File: config.mk
export PLATFORM = sky130hd
export DESIGN_NAME = pioc_top
export DESIGN_NICKNAME = d
export VERILOG_FILES = /design/src/verilog/pioc_pkg.sv /design/src/verilog/pioc_filter.sv /design/src/verilog/pioc_top.sv
export VERILOG_INCLUDE_DIRS = /design/src /design/src/verilog
export SDC_FILE = /design/constraint.sdc
export NUM_CORES = 1
export LEC_CHECK = 0
export BUFFER_PORTS_ARGS = -buffer_cell sky130_fd_sc_hd__buf_2
export CORE_UTILIZATION = 45
export CTS_CLUSTER_DIAMETER = 120
export DETAILED_ROUTE_END_ITERATION = 8
export PLACE_DENSITY = 0.66
export SLEW_MARGIN = 20
export SYNTH_ARGS = -nofsm -noshare
export SYNTH_HDL_FRONTEND = slang
export SYNTH_SLANG_ARGS = --single-unit
export TNS_END_PERCENT = 100
File: constraint.sdc
create_clock -name CLK_SYS_I -period 0.9 [get_ports CLK_SYS_I]
set_input_delay 0.045 -clock CLK_SYS_I [delete_from_list [all_inputs] [get_ports CLK_SYS_I]]
set_output_delay 0.045 -clock CLK_SYS_I [all_outputs]
set_load 0.02 [all_outputs]
File: src/verilog/pioc_cfg.svh
/*
 * Register offsets, reset values and timing counts of the parallel I/O line
 * control block. Assumes a 32-bit register port with byte offsets.
 */
`ifndef PIOC_CFG_SVH
`define PIOC_CFG_SVH

// ----------------------------------------------------------------
// Register offsets
// ----------------------------------------------------------------
`define PIOC_OFS_OWNER_ENABLE 8'h00
`define PIOC_OFS_OWNER_DISABLE 8'h04
`define PIOC_OFS_OWNER_STATUS 8'h08
`define PIOC_OFS_OE_SET 8'h10
`define PIOC_OFS_OE_CLEAR 8'h14
`define PIOC_OFS_OE_STATUS 8'h18
`define PIOC_OFS_GF_SET 8'h20
`define PIOC_OFS_GF_CLEAR 8'h24
`define PIOC_OFS_GF_STATUS 8'h28
`define PIOC_OFS_OD_SET 8'h30
`define PIOC_OFS_OD_CLEAR 8'h34
`define PIOC_OFS_OD_STATUS 8'h38
`define PIOC_OFS_PIN_LEVEL 8'h3C

// ----------------------------------------------------------------
// Reset values
// ----------------------------------------------------------------
`define PIOC_RST_OWNER 32'h3DFF_FFFF
`define PIOC_RST_ZERO 32'h0000_0000

// ----------------------------------------------------------------
// Glitch filter: a level must hold this many cycles to pass
// ----------------------------------------------------------------
`define PIOC_FILTER_CYCLES 2'h2

`endif

File: src/verilog/pioc_pkg.sv
/*
 * Types of the parallel I/O line control block.
 * Assumes nothing beyond a SystemVerilog compiler.
 */
package pioc_pkg;
	typedef logic [31:0] pioc_word_t;
	typedef logic [7:0] pioc_addr_t;
endpackage

File: src/verilog/pioc_filter.sv
/*
 * Per-line glitch filter: two-stage synchroniser, then a level that must stay
 * stable for a set number of cycles before it is passed on when selected.
 * Assumes a raw pin level from outside the clock domain.
 */
`timescale 1ns/1ps
`include "pioc_cfg.svh"

module pioc_filter (
	input wire logic clk_i,
	input wire logic reset_n_i,
	input wire logic raw_i,
	input wire logic select_i,
	output logic level_o
);
	logic sync_a;
	logic sync_b;
	logic stable;
	logic [1:0] count;

	// ----------------------------------------------------------------
	// Synchroniser; only sync_b reads sync_a
	// ----------------------------------------------------------------
	always_ff @(posedge clk_i or negedge reset_n_i) begin
		if (!reset_n_i) begin
			sync_a <= 1'h0;
			sync_b <= 1'h0;
		end else begin
			sync_a <= raw_i;
			sync_b <= sync_a;
		end
	end

	// ----------------------------------------------------------------
	// Stability counter
	// ----------------------------------------------------------------
	always_ff @(posedge clk_i or negedge reset_n_i) begin
		if (!reset_n_i) begin
			count <= 2'h0;
			stable <= 1'h0;
		end else if (sync_b == stable) begin
			count <= 2'h0;
		end else if (count == `PIOC_FILTER_CYCLES - 2'h1) begin
			count <= 2'h0;
			stable <= sync_b;
		end else begin
			count <= count + 2'h1;
		end
	end

	// Filter choice also steers the peripheral's view
	always_ff @(posedge clk_i or negedge reset_n_i) begin
		if (!reset_n_i) begin
			level_o <= 1'h0;
		end else begin
			level_o <= select_i ? stable : sync_b;
		end
	end
endmodule

File: src/verilog/pioc_top.sv
/*
 * 32-line parallel I/O port: line ownership, output enable, glitch filter,
 * output data latches and pin level, reached over a simple register port.
 * Assumes single-cycle strobes from a master on CLK_SYS_I and pads that
 * resolve the pin level from the output and enable signals.
 */
// Summary of operation
// - Owner enable/disable writes set/clear port ownership
// - Owned line holds peripheral input at zero
// - Owner status reports ownership, updates on writes
// - Status one means port controls line
// - Output enable set write sets enables
// - Enables recorded even while peripheral drives
// - Output enable clear write clears enables
// - Output enable status reads enables, resets zero
// - Filter set selects filter, any owner
// - Filter clear write deselects filter
// - Filter status reads selection; filter feeds both
// - Data set write sets output latches
// - Data clear write clears output latches
// - Latch drives pin only if owned and enabled
// - Data status reads latches, resets zero
// - Pin level reads pin after synchroniser and filter, three or more cycles late
`timescale 1ns/1ps
`include "pioc_cfg.svh"

module pioc_top (
	input wire logic CLK_SYS_I,
	input wire logic RESET_N_I,
	input wire logic [7:0] ADDR_I,
	input wire logic [31:0] WDATA_I,
	input wire logic WR_I,
	input wire logic RD_I,
	output logic [31:0] RDATA_O,
	input wire logic [31:0] PAD_IN_I,
	output logic [31:0] PAD_OUT_O,
	output logic [31:0] PAD_OE_O,
	input wire logic [31:0] PERIPH_OUT_I,
	input wire logic [31:0] PERIPH_OE_I,
	output logic [31:0] PERIPH_IN_O
);
	pioc_pkg::pioc_word_t owner;
	pioc_pkg::pioc_word_t out_enable;
	pioc_pkg::pioc_word_t filter_sel;
	pioc_pkg::pioc_word_t out_data;
	pioc_pkg::pioc_word_t pin_level;
	pioc_pkg::pioc_word_t next_rdata;

	// ----------------------------------------------------------------
	// Write decode
	// ----------------------------------------------------------------
	logic wr_owner_en;
	logic wr_owner_dis;
	logic wr_oe_set;
	logic wr_oe_clr;
	logic wr_gf_set;
	logic wr_gf_clr;
	logic wr_od_set;
	logic wr_od_clr;

	assign wr_owner_en = WR_I && (ADDR_I == `PIOC_OFS_OWNER_ENABLE);
	assign wr_owner_dis = WR_I && (ADDR_I == `PIOC_OFS_OWNER_DISABLE);
	assign wr_oe_set = WR_I && (ADDR_I == `PIOC_OFS_OE_SET);
	assign wr_oe_clr = WR_I && (ADDR_I == `PIOC_OFS_OE_CLEAR);
	assign wr_gf_set = WR_I && (ADDR_I == `PIOC_OFS_GF_SET);
	assign wr_gf_clr = WR_I && (ADDR_I == `PIOC_OFS_GF_CLEAR);
	assign wr_od_set = WR_I && (ADDR_I == `PIOC_OFS_OD_SET);
	assign wr_od_clr = WR_I && (ADDR_I == `PIOC_OFS_OD_CLEAR);

	// ----------------------------------------------------------------
	// Control state
	// ----------------------------------------------------------------
	// Zero bits leave state alone, so no read-modify-write is needed
	always_ff @(posedge CLK_SYS_I or negedge RESET_N_I) begin
		if (!RESET_N_I) begin
			owner <= `PIOC_RST_OWNER;
		end else if (wr_owner_en) begin
			owner <= owner | WDATA_I;
		end else if (wr_owner_dis) begin
			owner <= owner & ~WDATA_I;
		end
	end

	// Recorded regardless of ownership; takes effect when owned
	always_ff @(posedge CLK_SYS_I or negedge RESET_N_I) begin
		if (!RESET_N_I) begin
			out_enable <= `PIOC_RST_ZERO;
		end else if (wr_oe_set) begin
			out_enable <= out_enable | WDATA_I;
		end else if (wr_oe_clr) begin
			out_enable <= out_enable & ~WDATA_I;
		end
	end

	always_ff @(posedge CLK_SYS_I or negedge RESET_N_I) begin
		if (!RESET_N_I) begin
			filter_sel <= `PIOC_RST_ZERO;
		end else if (wr_gf_set) begin
			filter_sel <= filter_sel | WDATA_I;
		end else if (wr_gf_clr) begin
			filter_sel <= filter_sel & ~WDATA_I;
		end
	end

	always_ff @(posedge CLK_SYS_I or negedge RESET_N_I) begin
		if (!RESET_N_I) begin
			out_data <= `PIOC_RST_ZERO;
		end else if (wr_od_set) begin
			out_data <= out_data | WDATA_I;
		end else if (wr_od_clr) begin
			out_data <= out_data & ~WDATA_I;
		end
	end

	// ----------------------------------------------------------------
	// Input path per line
	// ----------------------------------------------------------------
	genvar g;
	generate
		for (g = 0; g < 32; g = g + 1) begin : g_line
			pioc_filter u_filter (
				.clk_i(CLK_SYS_I),
				.reset_n_i(RESET_N_I),
				.raw_i(PAD_IN_I[g]),
				.select_i(filter_sel[g]),
				.level_o(pin_level[g])
			);
		end
	endgenerate

	// ----------------------------------------------------------------
	// Pad and peripheral outputs
	// ----------------------------------------------------------------
	// Registered to keep every top output flop-driven; costs one cycle
	always_ff @(posedge CLK_SYS_I or negedge RESET_N_I) begin
		if (!RESET_N_I) begin
			PAD_OUT_O <= `PIOC_RST_ZERO;
			PAD_OE_O <= `PIOC_RST_ZERO;
		end else begin
			PAD_OE_O <= (owner & out_enable) | (~owner & PERIPH_OE_I);
			PAD_OUT_O <= (owner & out_data) | (~owner & PERIPH_OUT_I);
		end
	end

	always_ff @(posedge CLK_SYS_I or negedge RESET_N_I) begin
		if (!RESET_N_I) begin
			PERIPH_IN_O <= `PIOC_RST_ZERO;
		end else begin
			PERIPH_IN_O <= pin_level & ~owner;
		end
	end

	// ----------------------------------------------------------------
	// Read port
	// ----------------------------------------------------------------
	always_comb begin
		next_rdata = `PIOC_RST_ZERO;
		unique case (ADDR_I)
			`PIOC_OFS_OWNER_STATUS: next_rdata = owner;
			`PIOC_OFS_OE_STATUS: next_rdata = out_enable;
			`PIOC_OFS_GF_STATUS: next_rdata = filter_sel;
			`PIOC_OFS_OD_STATUS: next_rdata = out_data;
			`PIOC_OFS_PIN_LEVEL: next_rdata = pin_level;
			default: next_rdata = `PIOC_RST_ZERO;
		endcase
	end

	// Data stand only in the cycle after the strobe
	always_ff @(posedge CLK_SYS_I or negedge RESET_N_I) begin
		if (!RESET_N_I) begin
			RDATA_O <= `PIOC_RST_ZERO;
		end else if (RD_I) begin
			RDATA_O <= next_rdata;
		end else begin
			RDATA_O <= `PIOC_RST_ZERO;
		end
	end
endmodule

==> run_summary.xml, run 1 <==
<?xml version="1.0" encoding="UTF-8"?>
<metrics>
  <group name="synthesis">
    <metric name="ys_async_sr_fraction" unit="%">100</metric>
    <metric name="synth.yosys.seq_area_share" unit="%">65.6</metric>
    <metric name="netlist.area_leader.share" unit="%">61.2</metric>
    <metric name="yosysMostFrequentCell" unit="">sky130_fd_sc_hd__dfrtp_1</metric>
    <metric name="syn_nets" unit="">1358</metric>
    <metric name="yosys_warnings" unit="">0</metric>
    <metric name="netlist_top_cells_area" unit="">sky130_fd_sc_hd__dfrtp_1 (61%), sky130_fd_sc_hd__mux2_2 (15%), sky130_fd_sc_hd__dfstp_2 (4.4%)</metric>
    <metric name="synth.ff_latch_count" unit="">448</metric>
    <metric name="post_synthesis_instance_area" unit="um^2">17100</metric>
    <metric name="synth_commonest_cells" unit="">sky130_fd_sc_hd__dfrtp_1 (419), sky130_fd_sc_hd__mux2_2 (221), sky130_fd_sc_hd__nand2_1 (160)</metric>
    <metric name="synth_largest_area_cell" unit="">sky130_fd_sc_hd__dfrtp_1</metric>
    <metric name="syn_inst" unit="">1218</metric>
    <metric name="synth_ff_type" unit="">sky130_fd_sc_hd__dfrtp_1</metric>
    <metric name="synth_enable_flop_cells" unit="">0</metric>
    <metric name="syn-mean-instance-area" unit="um^2">14.1</metric>
    <metric name="ys_types" unit="">31</metric>
  </group>
  <group name="global_routing">
    <metric name="gr-usage-all-layers" unit="%">24.4</metric>
    <metric name="initial_antenna_violation_count" unit="">3</metric>
    <metric name="grt_overflow" unit="">0</metric>
    <metric name="grt_start_max_net_pins" unit="">60</metric>
    <metric name="number_of_global_route_vias_before_repair" unit="">12600</metric>
    <metric name="grt_first_pass_wirelength" unit="um">71800</metric>
  </group>
  <group name="job">
    <metric name="drv.max_cap_violation_count" unit="">0</metric>
  </group>
  <group name="final_layout">
    <metric name="drive_above_1_share" unit="%">50.2</metric>
    <metric name="syn_to_final_growth" unit="%">48.2</metric>
    <metric name="filler_cell_count" unit="">2598</metric>
    <metric name="layoutNonFillerInstCount" unit="">2316</metric>
    <metric name="layout.cell_area.non_filler" unit="um^2">25400</metric>
    <metric name="nNetsFinal" unit="">1906</metric>
  </group>
  <group name="worst_setup_path">
    <metric name="r2r.worst_path.cells" unit="">4</metric>
    <metric name="most_frequent_cell_on_critical_path" unit="">sky130_fd_sc_hd__buf_6</metric>
    <metric name="worstSetupEndpointType" unit="">flip-flop</metric>
    <metric name="required" unit="ns">1.34</metric>
    <metric name="critPathSlowestCell" unit="">sky130_fd_sc_hd__or4b_4</metric>
    <metric name="cpPeakStageDelay" unit="ns">0.56</metric>
    <metric name="worstPathCellList" unit="">buf_6 &gt; or4b_4 &gt; nor4_4 &gt; buf_4 &gt; buf_6 &gt; buf_12 &gt; nand2_4 &gt; mux2_4</metric>
    <metric name="critPathMaxFanout" unit="">8</metric>
    <metric name="critical_path_arrival" unit="ns">1.72</metric>
    <metric name="setup.worst_path.class" unit="">input port to flip-flop</metric>
    <metric name="crit_path_start_kind" unit="">input port</metric>
  </group>
  <group name="timing">
    <metric name="period_needed" unit="ns">1.27</metric>
    <metric name="final.setup.tns" unit="ns">-81.13</metric>
    <metric name="maxClockFrequency" unit="MHz">785</metric>
    <metric name="final_min_period_over_clock_period" unit="%">142</metric>
    <metric name="timing.final.max_slew_violations" unit="">0</metric>
    <metric name="slew_headroom" unit="%">62.8</metric>
    <metric name="rsz_0062_raised_after_global_routing" unit="">true</metric>
    <metric name="skew" unit="ns">0.0169</metric>
    <metric name="layout_setup_ws" unit="ns">-0.374</metric>
    <metric name="hold_viol" unit="">0</metric>
    <metric name="timing_worst_slew_pin_value" unit="ns">0.559</metric>
    <metric name="setup_violations" unit="">395</metric>
  </group>
  <group name="drt">
    <metric name="drc" unit="">0</metric>
    <metric name="met1_length" unit="um">20600</metric>
    <metric name="drt_wl_total" unit="um">47800</metric>
    <metric name="met3_wirelength" unit="um">2140</metric>
    <metric name="number_of_drc_violations_after_detailed_routing_iteration_0" unit="">463</metric>
    <metric name="route.detailed.vias_per_inst" unit="">5.04</metric>
    <metric name="wl_met2" unit="um">23800</metric>
    <metric name="first_pass_iters" unit="">4</metric>
    <metric name="topRoutingLayerUsed" unit="">met4</metric>
    <metric name="routed-via-count" unit="">11700</metric>
    <metric name="antenna_violating_nets_post_route" unit="">0</metric>
    <metric name="drt-wirelength-per-cell" unit="um">20.6</metric>
  </group>
  <group name="place">
    <metric name="half_perimeter_wire_length_after_detailed_placement" unit="um">26900</metric>
    <metric name="dp_cells" unit="">2018</metric>
    <metric name="port_buffers" unit="">267</metric>
    <metric name="placed_cell_area" unit="um^2">20100</metric>
    <metric name="place_ws" unit="ns">-0.884</metric>
    <metric name="globalplace.congestion" unit="">0.779</metric>
  </group>
  <group name="clocking">
    <metric name="clkLatencyLatePin" unit="ns">0.58</metric>
    <metric name="ctsLongestPathBuffers" unit="">3</metric>
    <metric name="clk_pin_slew_worst_paths" unit="ns">0.06</metric>
    <metric name="clock_tree_from_tritoncts" unit="">built</metric>
    <metric name="cts_buffers" unit="">46</metric>
    <metric name="cts.sink_count" unit="">448</metric>
    <metric name="clock_tree.root_cell" unit="">sky130_fd_sc_hd__clkbuf_16</metric>
    <metric name="htree_num_levels" unit="">2</metric>
  </group>
  <group name="outcome">
    <metric name="violated_checks" unit="">negative setup slack</metric>
    <metric name="outcome" unit="">complete, but fails checks</metric>
  </group>
  <group name="power_and_ir_drop">
    <metric name="total_switching_power" unit="W">0.0120</metric>
    <metric name="power-per-cell-area" unit="nW/um^2">2000</metric>
    <metric name="highest_ir_drop_seen_on_vdd" unit="uV">1760</metric>
    <metric name="power.switching_fraction" unit="%">23.7</metric>
    <metric name="internal_power" unit="W">0.0387</metric>
    <metric name="leakagePower" unit="nW">11.8</metric>
    <metric name="clock_power_share" unit="%">38.2</metric>
    <metric name="seq_power_share" unit="%">46.2</metric>
    <metric name="combinational_power_share" unit="%">15.6</metric>
  </group>
  <group name="floorplanning">
    <metric name="i_o_pin_total" unit="">268</metric>
    <metric name="rows" unit="">71</metric>
    <metric name="initial_utilization" unit="%">45.6</metric>
    <metric name="area_of_the_die" unit="um^2">38900</metric>
    <metric name="core_area" unit="um^2">37600</metric>
    <metric name="die_width" unit="um">197</metric>
    <metric name="dieHeight" unit="um">197</metric>
  </group>
  <group name="hold_path">
    <metric name="whs_path_depth" unit="">2</metric>
    <metric name="worstHoldPathType" unit="">input port to flip-flop</metric>
  </group>
</metrics>
## logic make-up (layout without fill, tap and decap cells)
family	after synthesis	in the layout	share of synthesized area [%]
and+or+nand+nor	303	303	8.69
DFF	448	448	65.6
xor gates and xnor gates	32	32	1.64
muxes	288	288	18.7
buffers and inverters	51	635	1.35
AOI/OAI and AO/OA	96	96	4.01
other	0	3	0
## routing by layer
layer  track usage, %  up-vias
li1                 -     5300
met1             31.8     5966
met2             41.4      332
met3             3.84       76
met4             9.02        0
met5                0        -
## worst paths after layout
| path | from | end | slack [ns] |
|---|---|---|---|
| worst max-delay path | ADDR_I[3] | flip-flop | -0.37 |
| worst min-delay path | PAD_IN_I[15] | g_line[15].u_filter.sync_a$_DFF_PN0_ | 0.11 |
| worst max register to register | flip-flop | RDATA_O[18]$_DFF_PN0_ | -0.24 |
| worst min register to register | g_line[5].u_filter.sync_a$_DFF_PN0_ | g_line[5].u_filter.sync_b$_DFF_PN0_ | 0.34 |
| max in group asynchronous | RESET_N_I | async pin | 0.08 |
| min in group asynchronous | RESET_N_I | async pin | 0.15 |
## layout by cell type, fill, tap and decap left out, types with 18 or more instances in the layout
master	n
sky130_fd_sc_hd__buf_6	157
sky130_fd_sc_hd__buf_12	25
sky130_fd_sc_hd__nand2_4	23
sky130_fd_sc_hd__nor2_1	32
sky130_fd_sc_hd__dfstp_2	29
sky130_fd_sc_hd__and2_1	32
sky130_fd_sc_hd__mux2i_1	32
sky130_fd_sc_hd__xnor2_1	29
sky130_fd_sc_hd__mux2_4	101
sky130_fd_sc_hd__mux2_2	125
sky130_fd_sc_hd__dlygate4sd3_1	131
sky130_fd_sc_hd__nand2_2	41
sky130_fd_sc_hd__a21oi_2	25
sky130_fd_sc_hd__clkbuf_16	52
sky130_fd_sc_hd__buf_4	91
sky130_fd_sc_hd__nor2b_1	38
sky130_fd_sc_hd__nand2_1	96
sky130_fd_sc_hd__buf_2	135
sky130_fd_sc_hd__dfrtp_1	416
sky130_fd_sc_hd__mux2_1	30
sky130_fd_sc_hd__a22oi_1	26
sky130_fd_sc_hd__nor2b_2	22
sky130_fd_sc_hd__o2bb2ai_2	18
## worst max-delay path, delay by kind of cell
family / cells / cell delay, ns
AND/OR/NAND/NOR: 3 / 0.81
multiplexers: 1 / 0.29
buffers and inverters: 4 / 0.56
## layout make-up
class	instances	area [um^2]	share of cell area, %
inverters	1	3.75	0.0148
well taps	511	639	2.52
multi-input cells	719	6740	26.5
repair buffers	550	5200	20.5
flip-flops and latches	448	11300	44.3
clock inverters	8	92.6	0.365
diodes	3	7.51	0.0296
clock buffers	76	1470	5.78
## stage by stage
step           total power (W)  hold slack, ns  utilization [%]
4_1_cts                 0.0496          0.0736             65.4
5_1_grt                 0.0528          0.0960             67.6
6_report                0.0507           0.111             67.6
3_3_place_gp            0.0285          -0.110             53.4
2_1_floorplan           0.0267          -0.251                -
3_5_place_dp            0.0287          -0.113             53.4
## timing repair
item,4_1_cts,5_1_grt
hold buffers,131,0
resized for setup,371,136
endpoints found under the hold margin,682,0
endpoints found under the setup margin,392,427
pin swaps,56,111
gates cloned,9,4
setup buffers,34,39
## power groups by stage
stage / Clock [W] / Combinational [W] / Sequential [W]
after floorplan: 0 / 0.00308 / 0.0236
after global placement: 0 / 0.00498 / 0.0235
after detailed placement: 0 / 0.00512 / 0.0236
after CTS: 0.0197 / 0.00650 / 0.0234
after global routing: 0.0206 / 0.00852 / 0.0236
final: 0.0194 / 0.00790 / 0.0234
No activity file was read; power rests on OpenSTA's default activity.
==> inputs of run 2 (changes only) <==
--- a/config.mk
+++ b/config.mk
@@ -10,7 +10,8 @@
 export CORE_UTILIZATION = 45
 export CTS_CLUSTER_DIAMETER = 120
 export DETAILED_ROUTE_END_ITERATION = 8
-export PLACE_DENSITY = 0.66
+export PLACE_DENSITY = 0.68
+export SKIP_LAST_GASP = 1
 export SLEW_MARGIN = 20
 export SYNTH_ARGS = -nofsm -noshare
 export SYNTH_HDL_FRONTEND = slang
==> run 2 against run 1 <==
  * The run still ends with negative setup slack left
  * Sequential share of layout area down 1.2 points
  * Final cell count up 0.82%
  * Maximum frequency up 1.8%
  * Setup slack better by 0.022 ns
  * Combinational power up 1%
  * Critical path type unchanged
  * Largest cell class unchanged
==> run_summary.xml, run 2 (synthesized netlist as in run 1, its figures left out) <==
<?xml version="1.0" encoding="UTF-8"?>
<metrics>
  <group name="timing">
    <metric name="timing.final.max_slew_violations" unit="">0</metric>
    <metric name="slew_headroom" unit="%">69.4</metric>
    <metric name="maxClockFrequency" unit="MHz">799</metric>
    <metric name="final_min_period_over_clock_period" unit="%">139</metric>
    <metric name="hold_viol" unit="">0</metric>
    <metric name="layout_setup_ws" unit="ns">-0.352</metric>
    <metric name="setup_violations" unit="">398</metric>
    <metric name="timing_worst_slew_pin_value" unit="ns">0.459</metric>
    <metric name="rsz_0062_raised_after_global_routing" unit="">true</metric>
    <metric name="period_needed" unit="ns">1.25</metric>
    <metric name="skew" unit="ns">0.00868</metric>
    <metric name="final.setup.tns" unit="ns">-80.92</metric>
  </group>
  <group name="worst_setup_path">
    <metric name="rrSetupSlack" unit="ns">-0.26</metric>
    <metric name="setup.worst_path.start" unit="">ADDR_I[3]</metric>
    <metric name="crit-reg2reg-capture" unit="">RDATA_O[18]$_DFF_PN0_</metric>
    <metric name="worstSetupEndpointType" unit="">flip-flop</metric>
    <metric name="r2r.worst_path.cells" unit="">4</metric>
    <metric name="critPathSlowestCell" unit="">sky130_fd_sc_hd__or4b_4</metric>
    <metric name="critPathTopFamily" unit="">simple AND/OR/NAND/NOR gates</metric>
    <metric name="worstPathCellList" unit="">buf_6 &gt; or4b_4 &gt; nor4_4 &gt; buf_4 &gt; buf_8 &gt; nand2_2 &gt; mux2_4</metric>
    <metric name="setup.worst_path.class" unit="">input port to flip-flop</metric>
    <metric name="required" unit="ns">1.34</metric>
    <metric name="crit_path_start_kind" unit="">input port</metric>
    <metric name="cp.buffers_inverters" unit="">3</metric>
    <metric name="cpPeakStageDelay" unit="ns">0.63</metric>
    <metric name="critical_path_arrival" unit="ns">1.69</metric>
    <metric name="critPathMaxFanout" unit="">7</metric>
  </group>
  <group name="drt">
    <metric name="antenna_violating_nets_post_route" unit="">0</metric>
    <metric name="route.detailed.vias_per_inst" unit="">5.13</metric>
    <metric name="routed-via-count" unit="">12000</metric>
    <metric name="drt_wl_total" unit="um">49200</metric>
    <metric name="first_pass_iters" unit="">5</metric>
    <metric name="drc" unit="">0</metric>
    <metric name="drt-wirelength-per-cell" unit="um">21.1</metric>
    <metric name="number_of_drc_violations_after_detailed_routing_iteration_0" unit="">499</metric>
  </group>
  <group name="floorplanning">
    <metric name="area_of_the_die" unit="um^2">38900</metric>
    <metric name="initial_utilization" unit="%">45.6</metric>
    <metric name="core_area" unit="um^2">37600</metric>
    <metric name="dieHeight" unit="um">197</metric>
    <metric name="rows" unit="">71</metric>
    <metric name="i_o_pin_total" unit="">268</metric>
    <metric name="die_width" unit="um">197</metric>
  </group>
  <group name="final_layout">
    <metric name="drive_above_1_share" unit="%">54.4</metric>
    <metric name="final_util" unit="%">69.4</metric>
    <metric name="layout.cells.most_common_list" unit="">sky130_fd_sc_hd__dfrtp_1 (414), sky130_fd_sc_hd__buf_6 (145), sky130_fd_sc_hd__buf_2 (136)</metric>
    <metric name="mostFrequentLayoutCell" unit="">sky130_fd_sc_hd__dfrtp_1</metric>
    <metric name="syn_to_final_growth" unit="%">52.2</metric>
    <metric name="nNetsFinal" unit="">1925</metric>
  </group>
  <group name="global_routing">
    <metric name="grt_first_pass_wirelength" unit="um">73200</metric>
    <metric name="initial_antenna_violation_count" unit="">2</metric>
    <metric name="gr-usage-all-layers" unit="%">24.7</metric>
    <metric name="number_of_global_route_vias_before_repair" unit="">12900</metric>
    <metric name="grt_overflow" unit="">0</metric>
    <metric name="grt_start_max_net_pins" unit="">51</metric>
  </group>
  <group name="power_and_ir_drop">
    <metric name="leakagePower" unit="nW">12.2</metric>
    <metric name="power-per-cell-area" unit="nW/um^2">1970</metric>
    <metric name="highest_ir_drop_seen_on_vdd" unit="uV">1540</metric>
  </group>
  <group name="outcome">
    <metric name="outcome" unit="">complete, but fails checks</metric>
    <metric name="violated_checks" unit="">negative setup slack</metric>
  </group>
  <group name="clocking">
    <metric name="clk_pin_slew_worst_paths" unit="ns">0.06</metric>
    <metric name="cts.sink_count" unit="">448</metric>
    <metric name="cts_buffers" unit="">47</metric>
    <metric name="ctsLongestPathBuffers" unit="">3</metric>
    <metric name="clock_tree.root_cell" unit="">sky130_fd_sc_hd__clkbuf_16</metric>
    <metric name="clock_tree_from_tritoncts" unit="">built</metric>
    <metric name="clkLatencyLatePin" unit="ns">0.56</metric>
    <metric name="htree_num_levels" unit="">2</metric>
  </group>
  <group name="job">
    <metric name="drv.max_cap_violation_count" unit="">0</metric>
  </group>
  <group name="place">
    <metric name="globalplace.congestion" unit="">0.782</metric>
    <metric name="place_ws" unit="ns">-0.940</metric>
    <metric name="half_perimeter_wire_length_after_detailed_placement" unit="um">28100</metric>
    <metric name="port_buffers" unit="">267</metric>
  </group>
  <group name="hold_path">
    <metric name="worstHoldPathType" unit="">input port to async pin</metric>
  </group>
</metrics>
-- run 2: cell count changes in the layout (fill, tap and decap cells not counted), sizes merged --
cell / delta
clkinvlp: +2
bufbuf: +1
diode: -2
clkinv: +1
bufinv: +1
dlygate4sd3: -1
buf: +16
inv: +1
-- run 2: repair_timing --
action,in CTS,in global routing
buffers inserted,27,47
pin swaps,69,136
hold endpoints to repair,680,0
cloned,6,6
setup endpoints to repair,397,424
resized for setup,388,208
hold buffers,130,0
-- run 2: area by class of cell --
cell class	count	area, um^2
tap	511	639
timing repair buffer	568	5490
multi-input combinational	719	7070
antenna	1	2.50
fill	2492	11500
sequential	448	11300
clock inverter	13	151
clock buffer	74	1460
inverter	1	3.75
-- run 2: worst max-delay path by stage --
stage,end,slack (ns),cells after the start
floorplan,flip-flop,-0.61,5
global route,flip-flop,-0.40,7
global placement,flip-flop,-0.93,7
finish,flip-flop,-0.35,7
detailed placement,flip-flop,-0.94,7
CTS,PAD_OE_O[21],-0.31,1
-- run 2: report_power, final --
part | switching (W) | total [W] | internal [W] | leakage, nW
clock network | 0.00791 | 0.0199 | 0.0120 | 0.788
registers | 0.00139 | 0.0235 | 0.0221 | 5.58
logic | 0.00302 | 0.00801 | 0.00498 | 5.88
-- run 2: worst register-to-register path: stages (launching register included) --
cell                        delay (ns)
sky130_fd_sc_hd__dfrtp_1          0.40
sky130_fd_sc_hd__mux2i_1          0.15
sky130_fd_sc_hd__o2bb2ai_1        0.07
sky130_fd_sc_hd__a222oi_1         0.35
sky130_fd_sc_hd__nor2_1           0.07
-- run 2: through the flow --
stage	total power (W)	instance area [um^2]	hold slack, ns	cells
after floorplan	0.0267	17500	-0.251	1218
after global placement	0.0285	20200	0.0231	2034
after detailed placement	0.0288	20200	0.0276	2034
after CTS	0.0502	24800	0.0312	2284
after global routing	0.0534	26100	0.0467	2335
final	0.0514	26100	0.0548	2335
-- run 2: routing by layer --
layer | global-route usage, % | vias up | wire [um]
li1 | - | 5327 | -
met1 | 31.2 | 6176 | 20100
met2 | 42.8 | 371 | 25200
met3 | 4.27 | 103 | 2350
met4 | 8.81 | 2 | 1520
met5 | 0 | - | 13
